$ cat src/inc/wrac_map.svh
// Purpose: offsets, field positions, reset values and timing of acq control
// Assumes: 32-bit Wishbone words, byte addresses
// Notes: definitions only
`ifndef WRAC_MAP_SVH
`define WRAC_MAP_SVH
// ------------------------------------------------------------
// register byte offsets
// ------------------------------------------------------------
`define WRAC_A_SCHED 8'h00
`define WRAC_A_BURST 8'h04
`define WRAC_A_CMPRS 8'h08
`define WRAC_A_DEST 8'h0c
`define WRAC_A_GAIN 8'h10
`define WRAC_A_MODE 8'h14
`define WRAC_A_TRIP 8'h18
`define WRAC_A_RATE 8'h1c
`define WRAC_A_PERIOD 8'h20
`define WRAC_A_SYNC 8'h24
`define WRAC_A_STAT 8'h28
`define WRAC_A_DESC 8'h2c
// ------------------------------------------------------------
// field positions
// ------------------------------------------------------------
`define WRAC_B_EN 0
`define WRAC_B_NODUST 1
`define WRAC_B_CDS 2
`define WRAC_B_TWO 3
`define WRAC_B_CNT 16
`define WRAC_C_EN 0
`define WRAC_C_EXT 1
`define WRAC_C_SIZE 16
`define WRAC_G_AUTO 0
`define WRAC_G_LVL 4
`define WRAC_M_HIGH 0
`define WRAC_M_ANT 4
`define WRAC_M_TRIG 8
`define WRAC_T_LOW 0
`define WRAC_T_HIGH 8
`define WRAC_T_HOLD 16
`define WRAC_R_LEFT 0
`define WRAC_S_LF 0
// ------------------------------------------------------------
// reset values and limits
// ------------------------------------------------------------
`define WRAC_SIZE_RST 13'h0800
`define WRAC_PER_RST 16'h0001
`define WRAC_TLOW_RST 8'h40
`define WRAC_THIGH_RST 8'hc0
`define WRAC_HOLD_RST 8'h04
`define WRAC_SIZE_MAX 13'h1400
`define WRAC_SYNC_MAX 13'h0800
`define WRAC_GAIN_TOP 3'h7
// ------------------------------------------------------------
// timing
// ------------------------------------------------------------
`define WRAC_CLK_MHZ 250
`define WRAC_LBAND_NS 36000
`define WRAC_HBAND_NS 4500
`define WRAC_HBAND_CYC (`WRAC_HBAND_NS * `WRAC_CLK_MHZ / 1000)
`endif

$ cat src/inc/wrac_pkg.sv
// Purpose: types shared by the acquisition control files
// Assumes: nothing
// Notes: numbers live in wrac_map.svh
package wrac_pkg;
   // acquisition sequencer, gray along idle-arm-capture-done
   typedef enum logic [1:0] {AQ_IDLE = 2'b00, AQ_ARM = 2'b01,
      AQ_CAPT = 2'b11, AQ_DONE = 2'b10} wrac_aq_e;
   // scheduling modes
   typedef enum logic [3:0] {M_STOP = 4'h0, M_IDLE = 4'h1, M_RUN = 4'h2,
      M_TRIG = 4'h3, M_BURST = 4'h8, M_BURST_ND = 4'h9, M_CDS = 4'ha,
      M_CDS_ND = 4'hb, M_INT = 4'hc, M_INT_ND = 4'hd} wrac_mode_e;
   // antenna inputs
   typedef enum logic [2:0] {ANT_DIPOLE_X = 3'h0, ANT_MONOPOLE_Z = 3'h1,
      ANT_SEARCH_COIL = 3'h2, ANT_DOWNCONV = 3'h3,
      ANT_PROBE = 3'h4} wrac_ant_e;
   typedef struct packed {
      logic compress;
      logic extRoute;
      logic [12:0] size;
   } wrac_cmp_s;
   typedef struct packed {
      wrac_cmp_s cmp;
      logic bandHigh;
      wrac_ant_e antenna;
      logic extraStatus;
      logic [2:0] gain;
      logic destHrs;
   } wrac_eff_s;
   typedef struct packed {
      logic [2:0] gain;
      logic compress;
      logic [12:0] size;
   } wrac_desc_s;
endpackage

$ cat src/logic/wrac_acq_ctrl.sv
// Purpose: command-driven acquisition control for the wideband receiver
// Assumes: Wishbone classic slave, all acquisition strobes synchronous
// Notes: data sets leave by DMA into two buffers, tracked here only
//
// The placing of the registers and the Wishbone slave port were chosen for this implementation.
`timescale 1ns/1ps
`include "wrac_map.svh"

// Summary of operation
// - burst commands act only in idle scheduling mode, else ignored
// - two-word burst sets new count; one-word reuses the stored count
// - burst with enable clear only stores the count, captures nothing
// - nodust holds dust acquisitions while a burst runs; dust lets them go
// - target counts data sets or records; record mode lets in-flight finish
// - two buffers may still drain after a record-counted burst ends
// - compression command switches the compressor on or off
// - route picks DMA count alone or also the external sample count
// - DMA counter always counts bytes written, compressed or not
// - low-frequency sync forces compression off
// - sync plus high band caps the data-set size at 2048
// - overrides leave the commanded settings untouched and restorable
// - destination command selects low-rate or high-rate science stream
// - gain command picks manual or auto and a 0..70 dB level
// - band sets the sample period, 36 us low or 4.5 us high
// - downconverter or probe antenna raises the extra-status flag
// - auto gain compares level after each data set with trip points
// - an auto gain decision is loaded into the receiver at once
// - gain update is skipped on every other acquisition
// - after a change, updates wait the commanded number of data sets
// - rate throttle shifts the scheduling period one bit left or right
// - idle mode runs one acquisition per trigger, then stays idle
module wrac_acq_ctrl
#(
   parameter int LbandCyc = `WRAC_LBAND_NS * `WRAC_CLK_MHZ / 1000
)
(
   // clock and reset
   input wire logic core_clk,
   input wire logic rstn,
   // wishbone slave
   input wire logic wb_cyc_i,
   input wire logic wb_stb_i,
   input wire logic wb_we_i,
   input wire logic [7:0] wb_adr_i,
   input wire logic [3:0] wb_sel_i,
   input wire logic [31:0] wb_dat_i,
   output logic [31:0] wb_dat_o,
   output logic wb_ack_o,
   // acquisition events in
   input wire logic rtiPulse,
   input wire logic trigger,
   input wire logic dmaByteWr,
   input wire logic extSampleTick,
   input wire logic [7:0] agcLevel,
   input wire logic recordSent,
   input wire logic bufferFree,
   // acquisition control out
   output logic acqStart,
   output logic acqEnd,
   output logic sampleTick,
   output logic gainLoad,
   output logic dustHold,
   output wrac_pkg::wrac_eff_s cfgOut
);
   // ------------------------------------------------------------
   // declarations
   // ------------------------------------------------------------
   logic wbAck_r;
   logic [31:0] wbDat_r;
   wrac_pkg::wrac_mode_e modeReg_r, modeNxt;
   wrac_pkg::wrac_aq_e aq_r, aqNxt;
   wrac_pkg::wrac_cmp_s cmp_r;
   wrac_pkg::wrac_ant_e antenna_r;
   wrac_pkg::wrac_eff_s eff;
   wrac_pkg::wrac_eff_s cfg_r;
   wrac_pkg::wrac_desc_s descRd;
   logic [15:0] burstCnt_r, burstRun_r, period_r, periodCnt_r;
   logic burstCds_r, destHrs_r, gainAuto_r, bandHigh_r, lfSync_r;
   logic [2:0] gainCode_r;
   logic [7:0] tripLow_r, tripHigh_r, holdCfg_r, hold_r;
   logic [1:0] bufOut_r;
   logic bufSel_r, skip_r, trigPend_r;
   logic [12:0] byteCnt_r, sampCnt_r, sizeIn;
   logic [13:0] divCnt_r;
   logic [31:0] rdMux;

   // ------------------------------------------------------------
   // wishbone decode
   // ------------------------------------------------------------
   // writes land on the ack edge; partial-lane writes are acked, dropped
   wire wbReq = wb_cyc_i & wb_stb_i;
   wire wrEn = wbReq & wb_we_i & wbAck_r & (wb_sel_i == 4'hf);
   wire wrSched = wrEn & (wb_adr_i == `WRAC_A_SCHED);
   wire wrBurst = wrEn & (wb_adr_i == `WRAC_A_BURST);
   wire wrCmprs = wrEn & (wb_adr_i == `WRAC_A_CMPRS);
   wire wrDest = wrEn & (wb_adr_i == `WRAC_A_DEST);
   wire wrGain = wrEn & (wb_adr_i == `WRAC_A_GAIN);
   wire wrMode = wrEn & (wb_adr_i == `WRAC_A_MODE);
   wire wrTrip = wrEn & (wb_adr_i == `WRAC_A_TRIP);
   wire wrRate = wrEn & (wb_adr_i == `WRAC_A_RATE);
   wire wrPeriod = wrEn & (wb_adr_i == `WRAC_A_PERIOD);
   wire wrSync = wrEn & (wb_adr_i == `WRAC_A_SYNC);
   wire [15:0] cmdCnt = wb_dat_i[`WRAC_B_CNT +: 16];

   // ------------------------------------------------------------
   // burst and scheduling mode decode
   // ------------------------------------------------------------
   wire isIdle = (modeReg_r == wrac_pkg::M_IDLE);
   wire burstOk = wrBurst & isIdle;
   wire burstTwo = burstOk & wb_dat_i[`WRAC_B_TWO];
   wire burstGo = burstOk & wb_dat_i[`WRAC_B_EN];
   wire schedLoad = wrSched & wb_dat_i[3] & ~wb_dat_i[2];
   wire inBurst = (modeReg_r == wrac_pkg::M_INT) |
      (modeReg_r == wrac_pkg::M_INT_ND);
   wire burstEnd = inBurst & (burstRun_r == 16'h0000);
   wire runMode = (modeReg_r == wrac_pkg::M_RUN) | (inBurst & ~burstEnd);
   wire canStart = (bufOut_r != 2'h2);
   wire [16:0] perNext = {1'b0, periodCnt_r} + 17'h00001;
   // period zero means immediate scheduling
   wire schedGo = (period_r == 16'h0000) |
      (rtiPulse & (perNext >= {1'b0, period_r}));
   wire trigStart = (aq_r == wrac_pkg::AQ_IDLE) & canStart &
      (trigPend_r | (modeReg_r == wrac_pkg::M_TRIG));
   wire startNow = trigStart |
      ((aq_r == wrac_pkg::AQ_ARM) & runMode & schedGo & canStart);
   wire aqDone = (aq_r == wrac_pkg::AQ_DONE);
   // record target counts deliveries, so in-flight sets still finish
   wire burstDec = inBurst & ~burstEnd &
      (burstCds_r ? recordSent : aqDone);
   wire trigIn = isIdle & (trigger |
      (wrMode & wb_dat_i[`WRAC_M_TRIG]));

   // next scheduling mode, a software write wins over internal changes
   always_comb
   begin
      modeNxt = modeReg_r;
      if (burstEnd | (trigStart & ~trigPend_r))
         modeNxt = wrac_pkg::M_IDLE;
      if (burstGo)
         modeNxt = wb_dat_i[`WRAC_B_NODUST] ? wrac_pkg::M_INT_ND
            : wrac_pkg::M_INT;
      if (wrSched)
         modeNxt = wrac_pkg::wrac_mode_e'(wb_dat_i[3:0]);
      if (schedLoad)
         modeNxt = wb_dat_i[0] ? wrac_pkg::M_INT_ND : wrac_pkg::M_INT;
   end

   // mode and burst counters; an abort leaves the run count alone
   always_ff @(posedge core_clk or negedge rstn)
   begin
      if (!rstn)
      begin
         modeReg_r <= wrac_pkg::M_IDLE;
         burstCnt_r <= 16'h0000;
         burstRun_r <= 16'h0000;
         burstCds_r <= 1'b0;
      end
      else
      begin
         modeReg_r <= modeNxt;
         if (burstTwo)
            burstCnt_r <= cmdCnt;
         if (burstGo)
         begin
            burstRun_r <= burstTwo ? cmdCnt : burstCnt_r;
            burstCds_r <= wb_dat_i[`WRAC_B_CDS];
         end
         else if (schedLoad)
         begin
            burstRun_r <= burstCnt_r;
            burstCds_r <= wb_dat_i[1];
         end
         else if (burstDec)
            burstRun_r <= burstRun_r - 16'h0001;
      end
   end

   // ------------------------------------------------------------
   // commanded settings
   // ------------------------------------------------------------
   // oversize requests saturate at the buffer limit
   assign sizeIn = (wb_dat_i[`WRAC_C_SIZE +: 13] > `WRAC_SIZE_MAX) ?
      `WRAC_SIZE_MAX : wb_dat_i[`WRAC_C_SIZE +: 13];

   // command registers, software owns them outright
   always_ff @(posedge core_clk or negedge rstn)
   begin
      if (!rstn)
      begin
         cmp_r <= '{compress: 1'b0, extRoute: 1'b0, size: `WRAC_SIZE_RST};
         destHrs_r <= 1'b0;
         bandHigh_r <= 1'b0;
         antenna_r <= wrac_pkg::ANT_DIPOLE_X;
         lfSync_r <= 1'b0;
         tripLow_r <= `WRAC_TLOW_RST;
         tripHigh_r <= `WRAC_THIGH_RST;
         holdCfg_r <= `WRAC_HOLD_RST;
      end
      else
      begin
         if (wrCmprs)
            cmp_r <= '{compress: wb_dat_i[`WRAC_C_EN],
               extRoute: wb_dat_i[`WRAC_C_EXT], size: sizeIn};
         if (wrDest)
            destHrs_r <= wb_dat_i[0];
         if (wrMode)
         begin
            bandHigh_r <= wb_dat_i[`WRAC_M_HIGH];
            antenna_r <= wrac_pkg::wrac_ant_e'(wb_dat_i[`WRAC_M_ANT +: 3]);
         end
         if (wrSync)
            lfSync_r <= wb_dat_i[`WRAC_S_LF];
         if (wrTrip)
         begin
            tripLow_r <= wb_dat_i[`WRAC_T_LOW +: 8];
            tripHigh_r <= wb_dat_i[`WRAC_T_HIGH +: 8];
            holdCfg_r <= wb_dat_i[`WRAC_T_HOLD +: 8];
         end
      end
   end

   // ------------------------------------------------------------
   // effective settings, overrides never touch the commanded copy
   // ------------------------------------------------------------
   wire syncHigh = lfSync_r & bandHigh_r;
   assign eff.cmp.compress = cmp_r.compress & ~lfSync_r;
   assign eff.cmp.extRoute = cmp_r.extRoute;
   assign eff.cmp.size = (syncHigh & (cmp_r.size > `WRAC_SYNC_MAX)) ?
      `WRAC_SYNC_MAX : cmp_r.size;
   assign eff.bandHigh = bandHigh_r;
   assign eff.antenna = antenna_r;
   assign eff.extraStatus = lfSync_r |
      (antenna_r == wrac_pkg::ANT_DOWNCONV) |
      (antenna_r == wrac_pkg::ANT_PROBE);
   assign eff.gain = gainCode_r;
   assign eff.destHrs = destHrs_r;

   // ------------------------------------------------------------
   // automatic gain
   // ------------------------------------------------------------
   // a skipped set stops a queued buffer from doubling the step
   wire agcEval = aqDone & gainAuto_r & ~skip_r &
      (hold_r == 8'h00);
   wire agcUp = agcEval & (agcLevel < tripLow_r) &
      (gainCode_r != `WRAC_GAIN_TOP);
   wire agcDn = agcEval & ~agcUp & (agcLevel > tripHigh_r) &
      (gainCode_r != 3'h0);
   wire agcChange = agcUp | agcDn;
   assign gainLoad = agcChange | wrGain;

   // gain state, a manual write wins over a same-cycle decision
   always_ff @(posedge core_clk or negedge rstn)
   begin
      if (!rstn)
      begin
         gainAuto_r <= 1'b0;
         gainCode_r <= 3'h0;
         skip_r <= 1'b0;
         hold_r <= 8'h00;
      end
      else
      begin
         if (aqDone & gainAuto_r)
            skip_r <= ~skip_r;
         if (agcChange)
            hold_r <= holdCfg_r;
         else if (aqDone & (hold_r != 8'h00))
            hold_r <= hold_r - 8'h01;
         if (wrGain)
         begin
            gainAuto_r <= wb_dat_i[`WRAC_G_AUTO];
            gainCode_r <= wb_dat_i[`WRAC_G_LVL +: 3];
         end
         else if (agcUp)
            gainCode_r <= gainCode_r + 3'h1;
         else if (agcDn)
            gainCode_r <= gainCode_r - 3'h1;
      end
   end

   // ------------------------------------------------------------
   // acquisition sequencer
   // ------------------------------------------------------------
   // byte counter ends every set; external sample count may end it first
   assign acqEnd = (aq_r == wrac_pkg::AQ_CAPT) &
      ((byteCnt_r >= eff.cmp.size) |
      (eff.cmp.extRoute & (sampCnt_r >= eff.cmp.size)));
   assign acqStart = startNow;

   always_comb
   begin
      case (aq_r)
         wrac_pkg::AQ_IDLE:
            aqNxt = trigStart ? wrac_pkg::AQ_CAPT
               : (runMode ? wrac_pkg::AQ_ARM : wrac_pkg::AQ_IDLE);
         wrac_pkg::AQ_ARM:
            aqNxt = startNow ? wrac_pkg::AQ_CAPT
               : (runMode ? wrac_pkg::AQ_ARM : wrac_pkg::AQ_IDLE);
         wrac_pkg::AQ_CAPT:
            aqNxt = acqEnd ? wrac_pkg::AQ_DONE : wrac_pkg::AQ_CAPT;
         wrac_pkg::AQ_DONE:
            aqNxt = wrac_pkg::AQ_IDLE;
         default:
            aqNxt = wrac_pkg::AQ_IDLE;
      endcase
   end

   // sequencer, counters and buffer bookkeeping
   always_ff @(posedge core_clk or negedge rstn)
   begin
      if (!rstn)
      begin
         aq_r <= wrac_pkg::AQ_IDLE;
         byteCnt_r <= 13'h0000;
         sampCnt_r <= 13'h0000;
         periodCnt_r <= 16'h0000;
         bufOut_r <= 2'h0;
         bufSel_r <= 1'b0;
         trigPend_r <= 1'b0;
      end
      else
      begin
         aq_r <= aqNxt;
         byteCnt_r <= startNow ? 13'h0000 : byteCnt_r +
            13'({12'h000, dmaByteWr & (aq_r == wrac_pkg::AQ_CAPT)});
         sampCnt_r <= startNow ? 13'h0000 : sampCnt_r +
            13'({12'h000, extSampleTick & (aq_r == wrac_pkg::AQ_CAPT)});
         if (startNow)
            periodCnt_r <= 16'h0000;
         else if ((aq_r == wrac_pkg::AQ_ARM) & rtiPulse)
            periodCnt_r <= perNext[15:0];
         if (startNow & ~bufferFree)
            bufOut_r <= bufOut_r + 2'h1;
         else if (bufferFree & ~startNow & (bufOut_r != 2'h0))
            bufOut_r <= bufOut_r - 2'h1;
         if (startNow)
            bufSel_r <= ~bufSel_r;
         // a trigger arriving as the pending one is taken is kept
         trigPend_r <= trigIn | (trigPend_r & ~trigStart);
      end
   end

   // ------------------------------------------------------------
   // scheduling period, sample rate and outputs
   // ------------------------------------------------------------
   wire [13:0] divLast = bandHigh_r ? 14'(`WRAC_HBAND_CYC - 1)
      : 14'(LbandCyc - 1);
   assign sampleTick = (divCnt_r >= divLast);
   assign dustHold = inBurst & (modeReg_r == wrac_pkg::M_INT_ND);

   // divider restarts on band change so no long tick is seen
   always_ff @(posedge core_clk or negedge rstn)
   begin
      if (!rstn)
      begin
         divCnt_r <= 14'h0000;
         period_r <= `WRAC_PER_RST;
         cfg_r <= '0;
      end
      else
      begin
         divCnt_r <= (sampleTick | wrMode) ? 14'h0000 : divCnt_r + 14'h0001;
         if (wrPeriod)
            period_r <= wb_dat_i[15:0];
         else if (wrRate)
            period_r <= wb_dat_i[`WRAC_R_LEFT] ? {period_r[14:0], 1'b0}
               : {1'b0, period_r[15:1]};
         cfg_r <= eff;
      end
   end
   assign cfgOut = cfg_r;

   // descriptor of each started buffer, read back for the last one
   wrac_desc_mem uDesc
   (
      .core_clk(core_clk),
      .rstn(rstn),
      .we(startNow),
      .wrSel(bufSel_r),
      .wrData({eff.gain, eff.cmp.compress, eff.cmp.size}),
      .rdSel(~bufSel_r),
      .rdData(descRd)
   );

   // ------------------------------------------------------------
   // read mux and bus answer
   // ------------------------------------------------------------
   always_comb
   begin
      case (wb_adr_i)
         `WRAC_A_SCHED: rdMux = {28'h0000000, modeReg_r};
         `WRAC_A_BURST: rdMux = {burstCnt_r, 12'h000, 1'b0, burstCds_r,
            2'h0};
         `WRAC_A_CMPRS: rdMux = {3'h0, cmp_r.size, 14'h0000,
            cmp_r.extRoute, cmp_r.compress};
         `WRAC_A_DEST: rdMux = {31'h00000000, destHrs_r};
         `WRAC_A_GAIN: rdMux = {25'h0000000, gainCode_r, 3'h0, gainAuto_r};
         `WRAC_A_MODE: rdMux = {25'h0000000, antenna_r, 3'h0, bandHigh_r};
         `WRAC_A_TRIP: rdMux = {8'h00, holdCfg_r, tripHigh_r, tripLow_r};
         `WRAC_A_PERIOD: rdMux = {16'h0000, period_r};
         `WRAC_A_SYNC: rdMux = {31'h00000000, lfSync_r};
         `WRAC_A_STAT: rdMux = {burstRun_r, eff.cmp.compress, gainCode_r,
            eff.extraStatus, dustHold, bufOut_r, modeReg_r, 2'h0, aq_r};
         `WRAC_A_DESC: rdMux = {15'h0000, descRd};
         default: rdMux = 32'h00000000;
      endcase
   end

   // one wait cycle, ack for one cycle, unmapped reads give zero
   always_ff @(posedge core_clk or negedge rstn)
   begin
      if (!rstn)
      begin
         wbAck_r <= 1'b0;
         wbDat_r <= 32'h00000000;
      end
      else
      begin
         wbAck_r <= wbReq & ~wbAck_r;
         if (wbReq & ~wbAck_r)
            wbDat_r <= rdMux;
      end
   end
   assign wb_ack_o = wbAck_r;
   assign wb_dat_o = wbDat_r;
endmodule // wrac_acq_ctrl

$ cat src/logic/wrac_desc_mem.sv
// Purpose: per-buffer descriptor store for the two acquisition buffers
// Assumes: one write port, one registered read port
// Notes: read data lag the address by one cycle
`timescale 1ns/1ps
module wrac_desc_mem
(
   // clock and reset
   input wire logic core_clk,
   input wire logic rstn,
   // write side
   input wire logic we,
   input wire logic wrSel,
   input wrac_pkg::wrac_desc_s wrData,
   // read side
   input wire logic rdSel,
   output wrac_pkg::wrac_desc_s rdData
);
   wrac_pkg::wrac_desc_s mem [2];

   // storage has no reset, contents are only meaningful once written
   always_ff @(posedge core_clk)
   begin
      if (we)
         mem[wrSel] <= wrData;
   end

   // registered read
   always_ff @(posedge core_clk or negedge rstn)
   begin
      if (!rstn)
         rdData <= '0;
      else
         rdData <= mem[rdSel];
   end
endmodule // wrac_desc_mem
$ cat config.mk
export PLATFORM = sky130hd
export DESIGN_NAME = wrac_acq_ctrl
export DESIGN_NICKNAME = d
export VERILOG_FILES = /design/src/inc/wrac_pkg.sv /design/src/logic/wrac_acq_ctrl.sv /design/src/logic/wrac_desc_mem.sv
export VERILOG_INCLUDE_DIRS = /design/src /design/src/inc
export SDC_FILE = /design/constraint.sdc
export NUM_CORES = 1
export LEC_CHECK = 0
export ABC_AREA = 1
export BUFFER_PORTS_ARGS = -buffer_cell sky130_fd_sc_hd__buf_2
export CAP_MARGIN = 20
export CORE_ASPECT_RATIO = 0.7
export CORE_UTILIZATION = 60
export CTS_BUF_LIST = sky130_fd_sc_hd__clkbuf_16
export DETAILED_ROUTE_END_ITERATION = 12
export PLACE_DENSITY = 0.8
export SLEW_MARGIN = 20
export SYNTH_ARGS = -nofsm -noshare
export SYNTH_HDL_FRONTEND = slang
export SYNTH_HIERARCHICAL = 1
export SYNTH_SLANG_ARGS = --single-unit
$ cat constraint.sdc
create_clock -name core_clk -period 4.7 [get_ports core_clk]
set_input_delay 0.705 -clock core_clk [delete_from_list [all_inputs] [get_ports core_clk]]
set_output_delay 0.705 -clock core_clk [all_outputs]
set_load 0.01 [all_outputs]
## Word-level counts from Yosys, hierarchy flattened

Memories as Yosys holds them, arrays and structs flattened. A register that Yosys moved wholly into a read port is not among the register bits.
Index checks and enable logic that the tools add are counted.

- Reduce and logical (&&, ||, !) cells: 17
- Bitwise gates (word level): 79
- Magnitude comparators: 8
- Add/subtract/negate cells: 10
- Muxes and demuxes: 39
- Eq/ne operators: 24

Operators by type and width:

| cell | number |
|---|---|
| $pmux W32 S11 | 1 |
| $mux W16 | 9 |
| $and A1 B1 Y1 | 54 |
| $mux W13 | 4 |
| $eq A8 B5 Y1 const B | 4 |
| $eq A8 B6 Y1 const B | 4 |
| $logic_not A16 Y1 | 2 |
| $mux W14 | 2 |
| $add A13 B1 Y13 | 2 |
| $ge A13 B13 Y1 | 2 |
| $add A16 B1 Y17 const B | 1 |
| $ge A17 B16 Y1 | 1 |
| $eq A8 B4 Y1 const B | 2 |
| $logic_not A8 Y1 | 2 |
| $mux W4 | 4 |
| $mux W8 | 2 |
| $sub A16 B1 Y16 const B | 1 |
| $add A14 B1 Y14 const B | 1 |
| $ge A14 B14 Y1 | 1 |
| $or A1 B1 Y1 | 14 |
| $gt A13 B12 Y1 const B | 1 |
| $gt A13 B13 Y1 const B | 1 |
| $eq A4 B4 Y1 const B | 3 |
| $reduce_bool A2 Y1 | 6 |
| other kinds (26) | 53 |

- Input bits: 63
- Output and inout bits: 62
- Memories: 1
- Memory bits (writable): 34
- Register bits after elaboration: 230
- Logic and storage cells: 215

Memories:

| name | depth | width | read ports | clocked after Yosys merged registers in | write ports | RTL line | text |
|---|---|---|---|---|---|---|---|
| uDesc.mem | 2 | 17 | 1 | 1 | 1 | wrac_desc_mem.sv:18 | `wrac_pkg::wrac_desc_s mem [2];` |

## Logic depth before layout (Yosys ltp)

Gate-level depths: netlist of run 1.

- Depth in word-level cells: 15
- Mapped depth: 25
- Mapped depth without buffers: 25

## Cells and area by module

Netlist of run 1, hierarchy kept.

By module, submodules not included:

| module | times used | seq. area each (µm²) | cells each | area an instance (µm²) |
|---|---|---|---|---|
| wrac_acq_ctrl | 1 | 5764.3 | 1631 | 13158.9 |
| wrac_desc_mem | 1 | 1446.4 | 110 | 1716.6 |

## Least setup slack after synthesis of run 1

OpenSTA, ideal clock, no wires.

- Kind: flip-flop to flip-flop
- From: reg periodCnt_r[0]
- To: mem uDesc/mem[0][0] in the netlist's numbering, enable pin
- Clock period less this slack: 3675 ps
- Path slack: 1025 ps
- Library setup time: 391 ps
- Buffers on the path: 1
- Cell stages (with the launch flop): 25
- Arrival time: 3285 ps
- Data required time: 4309 ps
- Path through: dfrtp_1 > nand3_1 > nor2_1 > inv_1 > nor2_1 > nand3_1 > nor3_2 > xnor2_1 > clkinv_1 > ha_1 > nand2_1 > inv_1 > nand2_1 > nor2_1 > a21oi_1 > nand2_1 > nand2_1 > nand2_1 > nand2_1 > nand2_1 > nand2_2 > nand2_2 > buf_2 > inv_1 > nor2_1

- Word-level cells in the longest chain between the ends: 9

RTL lines:

| item | RTL line | text |
|---|---|---|
| start, declared | wrac_acq_ctrl.sv:77 | `logic [15:0] burstCnt_r, burstRun_r, period_r, periodCnt_r;` |
| start signal, assigned | wrac_acq_ctrl.sv:331 | `periodCnt_r <= perNext[15:0];` |
| $add A16 B1 Y17 | wrac_acq_ctrl.sv:118 | `wire [16:0] perNext = {1'b0, periodCnt_r} + 17'h00001;` |
| $ge A17 B16 Y1 | wrac_acq_ctrl.sv:121 | `(rtiPulse & (perNext >= {1'b0, period_r}));` |
| $and A1 B1 Y1 | wrac_acq_ctrl.sv:121 |  |
| $or A1 B1 Y1 | wrac_acq_ctrl.sv:120 | `wire schedGo = (period_r == 16'h0000) \|` |
| $and A1 B1 Y1 (2 in a row) | wrac_acq_ctrl.sv:125 | `((aq_r == wrac_pkg::AQ_ARM) & runMode & schedGo & canStart);` |
| $or A1 B1 Y1 | wrac_acq_ctrl.sv:124 | `wire startNow = trigStart \|` |
| net acqStart | wrac_acq_ctrl.sv:58 | `output logic acqStart,` |
| $mux W1 | wrac_desc_mem.sv:23 | `if (we)` |
| $mux W1 (not written as such) | wrac_desc_mem.sv:24 | `mem[wrSel] <= wrData;` |
| end, declared | wrac_desc_mem.sv:18 |  |

The timed path passes the listed nets, and every way through them passes these cells.

## Worst setup path in the final report of run 1

- From: reg periodCnt_r[0]
- To: out acqStart

- Word-level cells in the longest chain between the ends: 7

RTL lines:

| item | RTL line |
|---|---|
| $add A16 B1 Y17 | wrac_acq_ctrl.sv:118 |
| $ge A17 B16 Y1 | wrac_acq_ctrl.sv:121 |
| $and A1 B1 Y1 | wrac_acq_ctrl.sv:121 |
| $or A1 B1 Y1 | wrac_acq_ctrl.sv:120 |
| $and A1 B1 Y1 (2 in a row) | wrac_acq_ctrl.sv:125 |
| $or A1 B1 Y1 | wrac_acq_ctrl.sv:124 |
| end, declared | wrac_acq_ctrl.sv:58 |

No other way between the ends.

==> results of run 1 <==
[metrics by stage]
| stage | utilization | setup WS (ns) | std cells | power (mW) |
|---|---|---|---|---|
| 2_1_floorplan | - | 1.02 | 1741 | 2.89 |
| 3_3_place_gp | 0.657 | 0.908 | 2147 | 3.06 |
| 3_5_place_dp | 0.657 | 0.750 | 2147 | 3.08 |
| 4_1_cts | 0.696 | 0.213 | 2198 | 5.31 |
| 5_1_grt | 0.696 | 0.0646 | 2198 | 5.49 |
| 6_report | 0.696 | 0.338 | 2199 | 5.28 |
[metal layers]
layer,part of all wire,track usage,up-vias
li1,-,-,6063
met1,0.44,0.542,6227
met2,0.41,0.476,751
met3,0.12,0.0769,109
met4,0.028,0.0916,2
met5,0.00028,0,-
[registers in the layout, indices dropped and copies added, names as in the netlist, 14 cells and up]
| signal | flops |
|---|---|
| uDesc/mem | 34 |
| divCnt_r | 14 |
| uDesc/rdData | 17 |
| period_r | 16 |
| wb_dat_o | 32 |
| periodCnt_r | 16 |
| burstCnt_r | 16 |
| cmp_r | 15 |
| cfgOut | 24 |
| burstRun_r | 16 |
[logic make-up (layout without fill, tap and decap cells)]
kind of cell | after synthesis | count (layout) | synth area share
compound gates | 350 | 350 | 0.138
xor+xnor | 47 | 47 | 0.0277
fa+ha+maj | 74 | 74 | 0.0627
buf+inv | 291 | 430 | 0.0798
flops | 281 | 281 | 0.485
other cells | 0 | 1 | 0
simple gates | 698 | 698 | 0.207
[report_power, final]
group | switching [mW] | internal (mW) | leakage (nW)
registers | 0.0902 | 2.53 | 3.27
clock network | 0.985 | 1.26 | 0.457
logic | 0.259 | 0.151 | 4.38
total | 1.33 | 3.95 | 8.10
[cell usage in the layout (no fill, tap or decap), types with 31 or more instances in the layout]
cell	instances
a21oi_1	67
buf_2	123
dfrtp_1	240
edfxtp_1	34
ha_1	73
inv_1	225
nand2_1	372
nand3_1	80
nor2_1	141
o211ai_1	31
o21ai_0	143
xor2_1	35
[final cells by class]
class	count	area, µm²	share of cell area
Multi-Input combinational cell	1169	6490	0.389
Timing Repair Buffer	141	771	0.0461
Tap cell	318	398	0.0238
Inverter	238	908	0.0544
Clock buffer	28	701	0.0419
Clock inverter	23	221	0.0133
Antenna cell	1	2.50	0.000150
Sequential cell	281	7210	0.432
[repair_timing]
item                                    in CTS  in global routing
resized for setup                            0                  3
buffers inserted                             0                  0
endpoints found under the setup margin       0                  2
[path summary, 6_finish.rpt]
path	start	to	slack, ns	cells past startpoint
hold reg to reg	uDesc/mem[0][0]$_DFFE_PP_	uDesc/rdData[0]$_DFF_PN0_	0.44	2
setup / recovery	periodCnt_r[0]$_DFFE_PN0P_	acqStart	0.34	22
setup reg to reg	periodCnt_r[0]$_DFFE_PN0P_	uDesc/mem[1][8]$_DFFE_PP_	0.80	23
max in group asynchronous	rstn	cmp_r[11]$_DFFE_PN1P_	3.43	2
hold / removal	rstn	hold_r[2]$_DFFE_PN0P_	0.19	1
min in group core_clk	wb_dat_i[30]	burstCnt_r[14]$_DFF_PN0_	0.40	3
==> flow_metrics.py, run 1 <==
metrics = {
    "run_status": {
        "status": "complete, no violations",
    },
    "placement": {
        "hpwl_um": 32600,
        "place.gp.congestion": 0.990,
        "port_buffers": 124,
        "place_area_um2": 15800,
    },
    "cts": {
        "clock_sinks": 281,
        "cts-buffers-inserted": 28,
        "holdBufCountCts": 0,
        "clk_latency_ns": 0.55,
        "clk_path_buf_depth": 3,
        "root_buffer": "clkbuf_16",
        "cts_tree": "done",
        "clk_pin_slew_worst_paths_ns": 0.06,
        "h-tree-depth": 1,
    },
    "route": {
        "detail-route-antenna-nets": 0,
        "first_pass_iters": 7,
        "post-route-drc-count": 0,
        "routedWlPerCell_um": 19.6,
        "num_vias": 13200,
        "wl_um": 43200,
        "drt_iter0_markers": 1582,
        "via_per_inst": 5.98,
    },
    "worst_setup_path": {
        "timing.critical_path.buf_inv": 4,
        "worstSetupStartpointType": "flop",
        "path_max_fanout": 25,
        "worstPathArrival_ns": 3.66,
        "cp-end-kind": "primary output",
        "required_ns": 3.99,
        "cp_top_family": "simple AND/OR/NAND/NOR gates",
        "cp_slowest_cell": "dfrtp_1",
        "path_class": "flop to primary output",
        "path_cells": "nand3_1 > nor2_1 > inv_1 > nor2_1 > nand3_1 > nor3_2 > xnor2_1 > clkinv_1 > ha_1 > nand2_1 > inv_1 > nand2_1 > nor2_1 > a21oi_1 > nand2_1 > nand2_1 > nand2_1 > nand2_1 > nand2_1 > nand2_2 > nand2_4 > buf_2",
        "cpPeakStageDelay_ns": 0.41,
        "cp_common_cell": "nand2_1",
    },
    "floorplan": {
        "start_util": 0.620,
        "fp-row-count": 47,
        "die_h_um": 134,
        "die_w_um": 190,
        "io_pins": 125,
        "core_area_um2": 24000,
        "die-area_um2": 25400,
    },
    "global_routing": {
        "track_usage": 0.345,
        "grt_pass1_vias": 12200,
        "grt_pass1_wl_um": 67500,
        "grt_max_degree": 96,
        "overflow": 0,
        "antenna_found_initial": 4,
    },
    "power": {
        "ir_worst_vdd_v": 0.000306,
        "leakagePower_nw": 8.10,
        "p_per_area_nw_per_um2": 316,
    },
    "layout": {
        "drive_above_1_share": 0.128,
        "syn_to_final_growth_pct": 12.3,
        "nets": 1996,
        "n_fill_cell": 1955,
        "stdcell_area_um2": 16700,
    },
    "yosys": {
        "async_flop_share": 0.879,
        "synth.yosys.seq_area_share": 0.485,
        "synthCells": 1741,
        "avgSynthCellArea_um2": 8.54,
        "yosysTopAreaCell": "dfrtp_1",
        "synth_edf_count": 34,
        "netlist-cell-type-count": 58,
        "ys.flop_type": "dfrtp_1",
        "ys_top_cells_by_area": "dfrtp_1 40%, nand2_1 9.4%, edfxtp_1 6.9%, ha_1 6.1%, inv_1 5.6%",
        "syn_area_um2": 14900,
        "ys_ff_latch": 281,
        "netlist.area_leader.share": 0.404,
        "synth_nets": 1878,
        "synth_most_common_cell": "nand2_1",
        "yosys-top-cells-count": "372 x nand2_1, 240 x dfrtp_1, 223 x inv_1",
        "synth_warnings": 6,
    },
    "hold_path": {
        "hold_class": "primary input to asynchronous set/reset pin",
    },
    "sta": {
        "max_slew_margin": 0.231,
        "setup-tns-final_ns": 0,
        "setup_viol": 0,
        "fin_skew_ns": 0.0140,
        "rsz0062_at_grt": "no",
        "max_freq_mhz": 229,
        "worst_pin_slew_ns": 1.15,
        "hold_viol_final": 0,
        "drv_slew": 0,
        "finalCriticalPeriod_ns": 4.36,
        "holdWs_ns": 0.191,
        "period_share": 0.928,
    },
    "run": {
        "drv_cap": 0,
    },
}
Power figures use the tool's default switching activity.
==> run 2, diff against run 1 <==
- ABC_AREA: 1 -> default
==> flow_metrics.py, run 2 <==
metrics = {
    "run_status": {
        "status": "complete, no violations",
    },
    "worst_setup_path": {
        "required_ns": 3.99,
        "r2r_slack_ns": 0.91,
        "cp-end-kind": "primary output",
        "path_class": "flop to primary output",
        "reg2reg_to": "uDesc/mem[0][12]$_DFFE_PP_",
        "worstPathArrival_ns": 3.77,
        "worstSetupStartpointType": "flop",
        "path_max_fanout": 7,
        "reg2reg_depth": 13,
        "r2r_start": "periodCnt_r[2]$_DFFE_PN0P_",
        "critPathLaunch": "periodCnt_r[2]$_DFFE_PN0P_",
    },
    "yosys": {
        "netlist-cell-type-count": 80,
        "synth_top_family_by_area": "simple AND/OR/NAND/NOR gates",
        "synth_warnings": 6,
        "synth-xor-area-share": 0.0482,
        "ys_ff_latch": 281,
        "ys_top_cells_by_area": "dfrtp_1 41%, edfxtp_1 6.9%, ha_1 6.2%, nand2_1 4.9%, o21ai_0 4.5%",
        "synth_edf_count": 34,
        "synth_compound_area_frac": 0.150,
        "synth_most_common_cell": "dfrtp_1",
        "yosysTopAreaCell": "dfrtp_1",
        "async_flop_share": 0.879,
        "synth_mux_area_frac": 0.0358,
        "synthCells": 1477,
        "synth_nets": 1614,
        "yosys.area_share.adder": 0.0634,
        "syn_area_um2": 14700,
        "netlist.area_leader.share": 0.408,
        "synth-simple-area-share": 0.171,
        "yosys-top-cells-count": "240 x dfrtp_1, 194 x nand2_1, 133 x o21ai_0",
        "ys.flop_type": "dfrtp_1",
        "synth.yosys.seq_area_share": 0.489,
        "avgSynthCellArea_um2": 9.97,
    },
    "floorplan": {
        "start_util": 0.617,
        "die_w_um": 189,
        "die_h_um": 133,
        "io_pins": 125,
        "core_area_um2": 23900,
        "fp-row-count": 47,
        "die-area_um2": 25200,
    },
    "route": {
        "via_per_inst": 6.34,
        "drt_iter0_markers": 1277,
        "detail-route-antenna-nets": 0,
        "wl_um": 42800,
        "num_vias": 12200,
        "first_pass_iters": 5,
        "post-route-drc-count": 0,
        "routedWlPerCell_um": 22.2,
    },
    "global_routing": {
        "grt_max_degree": 131,
        "track_usage": 0.344,
        "grt_pass1_vias": 11500,
        "grt_pass1_wl_um": 66000,
        "antenna_found_initial": 0,
        "overflow": 0,
    },
    "sta": {
        "period_share": 0.952,
        "max_freq_mhz": 223,
        "setup-tns-final_ns": 0,
        "fin_skew_ns": 0.0105,
        "rsz0062_at_grt": "no",
        "drv_slew": 0,
        "hold_viol_final": 0,
        "max_slew_margin": 0.278,
        "finalCriticalPeriod_ns": 4.47,
        "holdWs_ns": 0.00213,
        "worst_pin_slew_ns": 1.08,
        "setup_viol": 0,
    },
    "power": {
        "p_per_area_nw_per_um2": 350,
        "finalPower_mw": 5.81,
        "leakagePower_nw": 7.80,
        "ir_worst_vdd_v": 0.000382,
    },
    "layout": {
        "largest_register": "uDesc/mem",
        "fin_util": 0.695,
        "drive_above_1_share": 0.171,
        "nets": 1727,
        "final_cell_mix": "240 x dfrtp_1, 194 x nand2_1, 133 x o21ai_0, 123 x buf_2, 99 x nor2_1",
        "diodes": 0,
        "final_common_cell": "dfrtp_1",
        "largest_register_ffs": 34,
        "syn_to_final_growth_pct": 12.7,
    },
    "hold_path": {
        "hold_class": "primary input to asynchronous set/reset pin",
    },
    "cts": {
        "h-tree-depth": 1,
        "cts-buffers-inserted": 27,
        "holdBufCountCts": 0,
        "clock_sinks": 281,
        "clk_path_buf_depth": 3,
        "root_buffer": "clkbuf_16",
        "clk_latency_ns": 0.56,
        "cts_tree": "done",
        "clk_pin_slew_worst_paths_ns": 0.07,
    },
    "placement": {
        "hpwl_um": 31400,
        "place.gp.congestion": 0.961,
        "port_buffers": 124,
    },
    "run": {
        "drv_cap": 0,
    },
}
-- run 2: power by group --
group / total (mW) / switching (mW) / internal [mW] / leakage [nW]
Clock: 2.20 / 0.985 / 1.22 / 0.446
Sequential: 2.81 / 0.168 / 2.64 / 3.51
Combinational: 0.799 / 0.484 / 0.315 / 3.84
Total: 5.81 / 1.64 / 4.17 / 7.80
-- run 2: how the worst max path moves through the flow --
stage          slack [ns]                        end  depth (start not counted)
2_1_floorplan        0.49  uDesc/mem[0][0]$_DFFE_PP_                         15
4_1_cts              0.09                     acqEnd                         14
3_5_place_dp         0.54                     acqEnd                         14
6_report             0.23                   acqStart                         12
5_1_grt              0.01                   acqStart                         12
3_3_place_gp         0.60                     acqEnd                         14
-- run 2: timing repair --
item | in CTS | in global routing
endpoints found under the setup margin | 2 | 2
hold endpoints to repair | 0 | 0
buffers inserted | 0 | 2
pin swaps | 0 | 1
gates resized for setup | 2 | 4
-- run 2: routing by layer --
metal | global-route usage | part of all wire | vias to the layer above
met1 | 0.530 | 0.45 | 5990
met4 | 0.0923 | 0.026 | 0
li1 | - | - | 5530
met5 | 0 | 0 | -
met3 | 0.0943 | 0.11 | 81
met2 | 0.474 | 0.42 | 637
-- run 2: critical path, stage by stage, from the launching register on --
cell	delay, ns
dfrtp_1	0.48
and4_1	0.32
nand4_1	0.18
or2_2	0.38
nor2_1	0.15
xor2_1	0.09
ha_1	0.27
nand3_1	0.07
nor3_1	0.25
o311ai_0	0.22
a41oi_2	0.30
o21a_2	0.30
buf_2	0.18
-- run 2: logic make-up after synthesis --
kind of cell	count (synthesis)
AO/OA/AOI/OAI	335
XOR/XNOR	81
adder cells (fa/ha/maj)	74
buffers and inverters	150
flip-flops	281
multiplexers	44
AND/OR/NAND/NOR	512
-- run 2: layout make-up --
type,count,area [µm²]
multi-input cells,1046,6960
clock buffers,27,676
flip-flops and latches,281,7210
inverters,84,315
clock inverters,23,194
fillers,1884,7270
well taps,318,398
repair buffers,150,846
-- run 2: through the flow --
| stage | cells | area [µm²] | setup WS, ns |
|---|---|---|---|
| floorplan | 1477 | 14700 | 0.493 |
| global placement | 1876 | 15700 | 0.596 |
| detailed placement | 1876 | 15700 | 0.537 |
| CTS | 1926 | 16500 | 0.0925 |
| global route | 1929 | 16600 | 0.0130 |
| finish | 1929 | 16600 | 0.226 |
